--- src/include/strap_pin_map.vh ---
`ifndef STRAP_PIN_MAP_VH
`define STRAP_PIN_MAP_VH

// strap capture register layout
`define STRAP_W          6
`define STRAP_IF_LO      0
`define STRAP_IF_HI      1
`define STRAP_AC_LSB     2
`define STRAP_AC_MSB     4
`define STRAP_TEST       5
`define STRAP_RST_VAL    6'h00

// host interface mode codes {hi, lo}
`define IFM_I2C          2'h0
`define IFM_SPI_SLV_A    2'h1
`define IFM_SPI_SLV_B    2'h2
`define IFM_SPI_MST      2'h3

// general io configuration codes, two bits per pin
`define GCFG_IN          2'h0
`define GCFG_OUT_LO      2'h1
`define GCFG_OUT_HI      2'h2
`define GCFG_IN_ALT      2'h3

// index of each pin in the synchronised input vector
`define SYN_W            8
`define SYN_GIO_LSB      0
`define SYN_GIO_MSB      3
`define SYN_CS           4
`define SYN_MISO         5
`define SYN_SCLK         6
`define SYN_MOSI         7

`endif

--- src/hdl/sync_2ff.v ---
module sync_2ff #(
   parameter W = 1
) (
   input  wire         clk_i,
   input  wire         arst_n_i,
   input  wire [W-1:0] d_i,
   output wire [W-1:0] q_o
);

   reg [W-1:0] meta_ff;
   reg [W-1:0] sync_ff;

   always @(posedge clk_i or negedge arst_n_i) begin
      if (!arst_n_i) begin
         meta_ff <= {W{1'b0}};
         sync_ff <= {W{1'b0}};
      end else begin
         meta_ff <= d_i;
         sync_ff <= meta_ff;
      end
   end

   assign q_o = sync_ff;

endmodule

--- src/hdl/reset_strap_host_pin_mux.v ---
`include "strap_pin_map.vh"

module reset_strap_host_pin_mux (
   input  wire        mclk_i,
   input  wire        arst_n_i,
   // shared pins, output enables active low
   input  wire [3:0]  general_io_i,
   output wire [3:0]  general_io_o,
   output wire [3:0]  general_io_oe_n_o,
   input  wire        chip_select_n_i,
   output wire        chip_select_n_o,
   output wire        chip_select_n_oe_n_o,
   input  wire        miso_i,
   output wire        miso_o,
   output wire        miso_oe_n_o,
   input  wire        sclk_i,
   output wire        sclk_o,
   output wire        sclk_oe_n_o,
   input  wire        mosi_i,
   output wire        mosi_o,
   output wire        mosi_oe_n_o,
   // general io configuration and status
   input  wire [3:0]  io_config_reg_a_i,
   input  wire [1:0]  io_two_config_field_i,
   input  wire [1:0]  io_three_config_field_i,
   input  wire [3:0]  io_status_clr_i,
   output wire [3:0]  io_status_rt_o,
   output wire [3:0]  io_status_latched_o,
   // captured straps
   output wire [5:0]  strap_capture_reg_o,
   output wire        strap_valid_o,
   output wire [2:0]  autoconfig_select_strap_o,
   output wire        factory_test_o,
   output wire [1:0]  iface_mode_o,
   // auto-configuration engine, spi master side
   input  wire        ac_busy_i,
   input  wire        ac_cs_n_i,
   input  wire        ac_sclk_i,
   input  wire        ac_mosi_i,
   output wire        ac_miso_o,
   // register core, spi slave side
   input  wire        spi_rd_en_i,
   input  wire        spi_rd_data_i,
   output wire        slave_cs_n_o,
   output wire        slave_mosi_o,
   output wire        slave_sclk_rise_o,
   output wire        slave_sclk_fall_o
);

   ////////////////////////////////////////////////////////////////////////////
   // reset release and pin synchronisers

   reg                rst_meta_ff;
   reg                rst_n_ff;
   wire [`SYN_W-1:0]  pin_raw;
   wire [`SYN_W-1:0]  pin_syn;

   always @(posedge mclk_i or negedge arst_n_i) begin
      if (!arst_n_i) begin
         rst_meta_ff <= 1'b0;
         rst_n_ff    <= 1'b0;
      end else begin
         rst_meta_ff <= 1'b1;
         rst_n_ff    <= rst_meta_ff;
      end
   end

   assign pin_raw = {mosi_i, sclk_i, miso_i, chip_select_n_i, general_io_i};

   // pin samplers run on the raw reset so they hold settled levels at release
   sync_2ff #(
      .W (`SYN_W)
   ) u_pin_sync (
      .clk_i    (mclk_i),
      .arst_n_i (arst_n_i),
      .d_i      (pin_raw),
      .q_o      (pin_syn)
   );

   wire [3:0] gio_syn  = pin_syn[`SYN_GIO_MSB:`SYN_GIO_LSB];
   wire       cs_syn   = pin_syn[`SYN_CS];
   wire       miso_syn = pin_syn[`SYN_MISO];
   wire       sclk_syn = pin_syn[`SYN_SCLK];
   wire       mosi_syn = pin_syn[`SYN_MOSI];

   ////////////////////////////////////////////////////////////////////////////
   // strap capture

   reg [`STRAP_W-1:0] strap_ff;
   reg                strap_done_ff;

   // first cycle after release takes the straps, then they are frozen
   always @(posedge mclk_i or negedge rst_n_ff) begin
      if (!rst_n_ff) begin
         strap_ff      <= `STRAP_RST_VAL;
         strap_done_ff <= 1'b0;
      end else if (!strap_done_ff) begin
         strap_done_ff                            <= 1'b1;
         strap_ff[`STRAP_IF_LO]                   <= cs_syn;
         strap_ff[`STRAP_IF_HI]                   <= miso_syn;
         strap_ff[`STRAP_AC_MSB:`STRAP_AC_LSB]    <= gio_syn[2:0];
         strap_ff[`STRAP_TEST]                    <= gio_syn[3];
      end
   end

   wire [1:0] mode       = strap_ff[`STRAP_IF_HI:`STRAP_IF_LO];
   wire       spi_master = strap_done_ff && (mode == `IFM_SPI_MST);
   wire       spi_slave  = strap_done_ff &&
                           ((mode == `IFM_SPI_SLV_A) || (mode == `IFM_SPI_SLV_B));
   wire       mst_drive  = spi_master && ac_busy_i;

   assign strap_capture_reg_o       = strap_ff;
   assign strap_valid_o             = strap_done_ff;
   assign autoconfig_select_strap_o = strap_ff[`STRAP_AC_MSB:`STRAP_AC_LSB];
   assign factory_test_o            = strap_ff[`STRAP_TEST];
   assign iface_mode_o              = mode;

   ////////////////////////////////////////////////////////////////////////////
   // general io

   // returns {oe_n, level} for one configuration code
   function [1:0] gio_drive;
      input [1:0] cfg;
      begin
         case (cfg)
            `GCFG_OUT_LO : gio_drive = 2'h0;
            `GCFG_OUT_HI : gio_drive = 2'h1;
            default      : gio_drive = 2'h2;
         endcase
      end
   endfunction

   wire [7:0] gcfg = {io_three_config_field_i, io_two_config_field_i, io_config_reg_a_i};

   reg  [3:0] gio_o_ff;
   reg  [3:0] gio_oe_n_ff;
   reg  [3:0] gio_rt_ff;
   reg  [3:0] gio_lat_ff;
   reg  [3:0] nxt_gio_o;
   reg  [3:0] nxt_gio_oe_n;
   reg  [1:0] drv;
   integer    i;

   always @* begin
      drv          = 2'h2;
      nxt_gio_o    = 4'h0;
      nxt_gio_oe_n = 4'hf;
      for (i = 0; i < 4; i = i + 1) begin
         drv = gio_drive(gcfg[2*i +: 2]);
         if (strap_done_ff) begin
            nxt_gio_oe_n[i] = drv[1];
            nxt_gio_o[i]    = drv[0];
         end
      end
   end

   always @(posedge mclk_i or negedge rst_n_ff) begin
      if (!rst_n_ff) begin
         gio_o_ff    <= 4'h0;
         gio_oe_n_ff <= 4'hf;
         gio_rt_ff   <= 4'h0;
         gio_lat_ff  <= 4'h0;
      end else begin
         gio_o_ff    <= nxt_gio_o;
         gio_oe_n_ff <= nxt_gio_oe_n;
         gio_rt_ff   <= gio_syn;
         // a change in the clearing cycle still sets the bit
         if (strap_done_ff)
            gio_lat_ff <= (gio_lat_ff & ~io_status_clr_i) |
                          (gio_syn ^ gio_rt_ff);
      end
   end

   assign general_io_o        = gio_o_ff;
   assign general_io_oe_n_o   = gio_oe_n_ff;
   assign io_status_rt_o      = gio_rt_ff;
   assign io_status_latched_o = gio_lat_ff;

   ////////////////////////////////////////////////////////////////////////////
   // host serial pins

   reg cs_o_ff;
   reg cs_oe_n_ff;
   reg sclk_o_ff;
   reg sclk_oe_n_ff;
   reg mosi_o_ff;
   reg mosi_oe_n_ff;
   reg miso_o_ff;
   reg miso_oe_n_ff;
   reg ac_miso_ff;
   reg sclk_prev_ff;
   reg slv_cs_n_ff;
   reg slv_mosi_ff;
   reg slv_rise_ff;
   reg slv_fall_ff;

   always @(posedge mclk_i or negedge rst_n_ff) begin
      if (!rst_n_ff) begin
         cs_o_ff      <= 1'b1;
         cs_oe_n_ff   <= 1'b1;
         sclk_o_ff    <= 1'b0;
         sclk_oe_n_ff <= 1'b1;
         mosi_o_ff    <= 1'b0;
         mosi_oe_n_ff <= 1'b1;
         miso_o_ff    <= 1'b0;
         miso_oe_n_ff <= 1'b1;
         ac_miso_ff   <= 1'b0;
         sclk_prev_ff <= 1'b0;
         slv_cs_n_ff  <= 1'b1;
         slv_mosi_ff  <= 1'b0;
         slv_rise_ff  <= 1'b0;
         slv_fall_ff  <= 1'b0;
      end else begin
         // spi master: engine owns the pins only while auto-config runs
         cs_o_ff      <= mst_drive ? ac_cs_n_i : 1'b1;
         cs_oe_n_ff   <= ~mst_drive;
         sclk_o_ff    <= mst_drive ? ac_sclk_i : 1'b0;
         sclk_oe_n_ff <= ~mst_drive;
         mosi_o_ff    <= mst_drive ? ac_mosi_i : 1'b0;
         mosi_oe_n_ff <= ~mst_drive;
         ac_miso_ff   <= mst_drive & miso_syn;
         // spi slave: read data goes out only while selected
         miso_oe_n_ff <= ~(spi_slave && !cs_syn && spi_rd_en_i);
         miso_o_ff    <= spi_slave & spi_rd_data_i;
         sclk_prev_ff <= sclk_syn;
         slv_cs_n_ff  <= spi_slave ? cs_syn : 1'b1;
         slv_mosi_ff  <= spi_slave & mosi_syn;
         slv_rise_ff  <= spi_slave && !cs_syn && sclk_syn && !sclk_prev_ff;
         slv_fall_ff  <= spi_slave && !cs_syn && !sclk_syn && sclk_prev_ff;
      end
   end

   assign chip_select_n_o      = cs_o_ff;
   assign chip_select_n_oe_n_o = cs_oe_n_ff;
   assign sclk_o               = sclk_o_ff;
   assign sclk_oe_n_o          = sclk_oe_n_ff;
   assign mosi_o               = mosi_o_ff;
   assign mosi_oe_n_o          = mosi_oe_n_ff;
   assign miso_o               = miso_o_ff;
   assign miso_oe_n_o          = miso_oe_n_ff;
   assign ac_miso_o            = ac_miso_ff;
   assign slave_cs_n_o         = slv_cs_n_ff;
   assign slave_mosi_o         = slv_mosi_ff;
   assign slave_sclk_rise_o    = slv_rise_ff;
   assign slave_sclk_fall_o    = slv_fall_ff;

endmodule

--- config.mk ---
export PLATFORM = sky130hd
export DESIGN_NAME = reset_strap_host_pin_mux
export DESIGN_NICKNAME = d
export VERILOG_FILES = /design/src/hdl/sync_2ff.v /design/src/hdl/reset_strap_host_pin_mux.v
export VERILOG_INCLUDE_DIRS = /design/src /design/src/include
export SDC_FILE = /design/constraint.sdc
export NUM_CORES = 1
export LEC_CHECK = 0
export ABC_AREA = 1
export BUFFER_PORTS_ARGS = -buffer_cell sky130_fd_sc_hd__clkbuf_2
export CORE_MARGIN = 5
export CORE_UTILIZATION = 50
export DETAILED_ROUTE_END_ITERATION = 8
export MAX_ROUTING_LAYER = met4
export PLACE_DENSITY = 0.81
export SETUP_SLACK_MARGIN = 0.5
export SYNTH_ARGS = -nofsm -noshare
export SYNTH_HDL_FRONTEND = slang
export SYNTH_SLANG_ARGS = --single-unit
export TNS_END_PERCENT = 5
--- constraint.sdc ---
create_clock -name mclk_i -period 1.9 [get_ports mclk_i]
set_input_delay 0.095 -clock mclk_i [delete_from_list [all_inputs] [get_ports mclk_i]]
set_output_delay 0.095 -clock mclk_i [all_outputs]
set_load 0.01 [all_outputs]
[Yosys cells after proc, flatten, opt, wreduce, memory -nomap -nowiden]
Index checks and enable logic that the tools add are counted.
Cells by class
  reductions and logical operators: 13
  equality and inequality tests: 11
  mux-type cells: 16
  bitwise operators: 9
Operator list (number)
  case mux 2 bit (2 select lines): 4
  equality test 2 bit (second input constant): 6
  two-way mux 1 bit: 12
  equality test 2 x 1 -> 1 bit (second input constant): 5
  logical AND 1 bit: 9
  bitwise AND 4 bit: 1
  NOT 4 bit: 1
  bitwise OR 4 bit: 1
  XOR 4 bit: 1
  bitwise AND 1 bit: 3
  logical NOT 1 bit: 3
  NOT 1 bit: 2
  logical OR 1 bit: 1
Word-level totals
  output and inout bits: 42
  register bits: 53
  word-level logic and storage cells: 71

[Logic depth before layout (Yosys ltp)]
  depth after elaboration: 6
  depth in mapped cells: 4
  gate-level depth less buffers: 4

[By module]
Synthesis repeated with hierarchy kept, for this count alone.
Unflattened totals
  cell total of the unflattened synthesis: 155
  area, all modules: 1824.2 um^2
Modules (own cells, without submodules)
  reset_strap_host_pin_mux: cells an instance 139, times used 1, sequential area each 935.9 um^2, area each 1423.9 um^2
  sync_2ff: cells an instance 16, times used 1, sequential area each 400.4 um^2, area each 400.4 um^2

[Worst setup path after synthesis]
OpenSTA, ideal clock, no wires.
  path type: flip-flop to flip-flop
  from: register strap_ff[0] (netlist: strap_capture_reg_o[0])
  to: register slv_rise_ff (netlist: slave_sclk_rise_o)
  path slack: 867 ps
  clock period less this slack: 1033 ps
  buffers on the path: 0
  data arrival time: 913 ps
  stages on the path, launching flop included: 4
  cell sequence: dfrtp_1 -> ha_1 -> nand3_1 -> nor2_1
On the way
  longest elaborated chain between the ends: 6
  elaborated cells on any way between the ends: 7
  classes of those cells: 2 x eq/ne; 5 x reduce/logical
Ends and longest elaborated chain
  start: declaration: line reset_strap_host_pin_mux.v:89  | reg [`STRAP_W-1:0] strap_ff;
  start signal: assignment: line reset_strap_host_pin_mux.v:95  | strap_ff <= `STRAP_RST_VAL;
  start signal: indexed assignment: line reset_strap_host_pin_mux.v:99  | strap_ff[`STRAP_IF_LO] <= cs_syn;
  start signal: indexed assignment: line reset_strap_host_pin_mux.v:100  | strap_ff[`STRAP_IF_HI] <= miso_syn;
  equality test 2 x 1 -> 1 bit (no line) / equality test 2 bit (equally long branches)
  logical OR 1 bit (*): line reset_strap_host_pin_mux.v:109  | ((mode == `IFM_SPI_SLV_A) || (mode == `IFM_SPI_SLV_B));
  logical AND 1 bit (*): line reset_strap_host_pin_mux.v:108  | wire spi_slave = strap_done_ff &&
  logical AND 1 bit (*) (3 in series): line reset_strap_host_pin_mux.v:228  | slv_rise_ff <= spi_slave && !cs_syn && sclk_syn && !sclk_prev_ff;
  end signal: assignment: line reset_strap_host_pin_mux.v:228
  end: declaration: line reset_strap_host_pin_mux.v:194  | reg slv_rise_ff;
Every way passes the cells marked *; elsewhere a longest branch is shown, timed or not.
A chain may end at the register's enable or synchronous reset.

[Worst setup path in the final report]
  from: register strap_done_ff (netlist: strap_valid_o)
  to: output strap_valid_o
RTL lines
  start: declaration: line reset_strap_host_pin_mux.v:90  | reg strap_done_ff;
  start signal: assignment: line reset_strap_host_pin_mux.v:96  | strap_done_ff <= 1'b0;
  start signal: assignment: line reset_strap_host_pin_mux.v:98  | strap_done_ff <= 1'b1;
  end: declaration: line reset_strap_host_pin_mux.v:31  | output wire strap_valid_o,
No word-level cell between the ends.

==> run summary <==
Die
• 4960 um2 — Total Die Area
• 70.4 um — floorplan die height
• 70.4 um — Die Span X
• 3610 um2 — Floorplan Core Area
• 0.506 — starting density of the core
• 70 — io pins
• 22 — number of rows in the core area

CTS
• 5 — number of buffers created by CTS
• done — CTS tree
• 2 — clk buf depth
• sky130_fd_sc_hd__clkbuf_8 — cell at the root of the clock tree
• 0 — setup fix buffers added after clock tree synthesis
• 53 — clk sinks
• 0.09 ns — Worst-path clk slew
• 2 — number of H-tree branching levels
• 0.30 ns — clock network latency to the later pin of the worst-skew pair

Worst setup path
• flop to primary output — kind of critical path
• clkbuf_2 — crit path cell chain
• primary output — critical path endpoint category
• flop — startpoint types
• sky130_fd_sc_hd__dfrtp_2 — master of the slowest instance on the critical path
• 0.55 ns — Worst path max stage delay
• 1.05 ns — CP arrival
• 0.81 ns — setup slack of the worst register-to-register path
• 1.80 ns — data required time at the worst endpoint
• 1 — Worst Path Buf+Inv
• flip-flops — critical path's top delay family
• 18 — top fanout value on the critical path

STA
• 0.0141 ns — final setup skew
• 0 — final-report setup violation count
• 1.14 ns — minimum clock period after layout
• 0.602 — Period Utilization, post-route
• false — unrepaired setup endpoints after global routing
• 0 ns — final sum of negative setup slack
• 0 — number of max-slew violations in the final report
• 0 — count of final hold-check violations
• 875 MHz — Max Clk Rate
• 0.0212 ns — worst slack on hold paths

Job
• 0 — total of max-cap violations

Routing
• 0 — count of nets left with antenna violations after detail routing
• 4.23 — post-detailed-route via-to-cell ratio
• 3.36 mm — detailed-route wire length
• 0 — DR DRC count
• 4 — drt first pass iters
• 1,215 — total vias in the final route
• 38 — drt initial violations
• 11.7 um — per-cell routed wire length

Place
• 2.38 mm — post-detailed-placement half-perimeter wirelength
• 0.744 — Final Wtd Congestion
• 69 — number of port buffers
• 2170 um2 — Post-DP Area

Final layout
• 315 um2 — Multi-input gate area
• 0.368 — proportion of layout cells with a drive suffix above 1
• 31.9% — Synth-to-Final Area Change
• 0 — count of inserted antenna diode cells
• 1340 um2 — footprint of the flip-flops and latches
• 0.667 — final core occ
• 2410 um2 — final std cell area, no fill
• 271 — nets
• 271 — Fillers

Global routing
• 0 — initial antenna violation count
• 36 — maximum number of pins on one net before global-route repair
• 5.71 mm — first-pass GRT wire length
• 0.156 — global-route usage over all layers
• 1,210 — via count of the first global-routing pass
• 0 — grt ovf

Yosys
• 11.8 um2 — average cell area after synthesis
• 1820 um2 — Netlist Area Pre-Place
• 0.733 — register area share after synthesis
• 53 — number of register bits inferred by synthesis
• 15 — count of different cell masters after synthesis
• 155 — Post-Syn Instances
• 0 — Yosys Warn Count

Run status
• completed — status

Power
• 857 nW/um2 — Pwr per Cell Area
• 0.736 mV — maximum VDD drop
• 2.06 mW — total power draw
• 1.36 nW — total leakage power

Min path
• input port to flop — class of the tightest hold or removal check

[routing by layer]
metal,wire length (um),track usage,vias to the layer above
met4,29,0.0511,0
met3,244,0.0460,4
met2,1730,0.246,44
li1,-,-,608
met1,1360,0.192,559
met5,0,-,-
[kinds of logic after synthesis]
kind of cell | synth area share
adders and majority gates | 0.0343
buffers and inverters | 0.0967
DFF | 0.733
AOI/OAI and AO/OA | 0.0165
and+or+nand+nor | 0.118
other | 0.00206
[metrics by stage]
step | std cells | setup slack [ns]
floorplan | 156 | 0.808
global placement | 264 | 0.704
detailed placement | 264 | 0.648
CTS | 287 | 0.569
global route | 287 | 0.691
finish | 287 | 0.757
[area by class of cell]
cell class	count	area share
clock inverter	1	0.00208
tap	48	0.0250
timing repair buffer	86	0.212
multi-input combinational	65	0.131
clock buffer	7	0.0317
inverter	27	0.0421
sequential	53	0.556
[cells in the mapped netlist (all sizes together)]
cell type,instances,area share
o21ai,6,0.016
nand4,1,0.0034
or2,2,0.0069
inv,27,0.056
dfrtp,45,0.62
nand3,6,0.019
ha,5,0.034
conb,1,0.0021
nand2,36,0.074
buf,11,0.041
dfstp,8,0.12
nor2,7,0.014
[placed cells by master, fill, tap and decap left out, drive strengths merged]
| cell | synthesis | layout |
|---|---|---|
| buf | 11 | 2 |
| conb | 1 | 2 |
| nand4 | 1 | 1 |
| dfrtp | 45 | 45 |
| nand2 | 36 | 36 |
| dlygate4sd3 | 0 | 15 |
| dfstp | 8 | 8 |
| clkbuf | 0 | 76 |
| nand3 | 6 | 6 |
| clkinv | 0 | 1 |
| ha | 5 | 5 |
| o21ai | 6 | 6 |
| inv | 27 | 27 |
| nor2 | 7 | 7 |
| or2 | 2 | 2 |
[worst paths after layout]
| path | depth (start not counted) | end | start |
|---|---|---|---|
| min reg2reg | 1 | io_status_latched_o[2] | rst_n_ff |
| max in group asynchronous | 1 | general_io_oe_n_o[2] | rst_n_ff |
| max reg2reg | 3 | slave_sclk_rise_o | strap_capture_reg_o[0] |
| max | 1 | strap_valid_o | strap_valid_o |
| min in group asynchronous | 1 | io_status_latched_o[2] | rst_n_ff |
| min | 4 | io_status_latched_o[0] | io_status_clr_i[0] |
[power by group]
group | internal [mW] | switching [mW]
sequential | 1.20 | 0.0402
clock | 0.259 | 0.328
combinational | 0.108 | 0.127
[sequential cells by signal, indices dropped and copies added, names as in the netlist, 4 cells and up]
register	cells
strap_capture_reg_o	6
io_status_latched_o	4
u_pin_sync.meta_ff	8
u_pin_sync.q_o	8
general_io_oe_n_o	4
general_io_o	4
io_status_rt_o	4
[timing repair]
item	in CTS	in global routing
hold buffers	15	0
gates resized for setup	0	1
endpoints found under the hold margin	32	0
endpoints found under the setup margin	0	1
(Power assumes the default switching activity.)
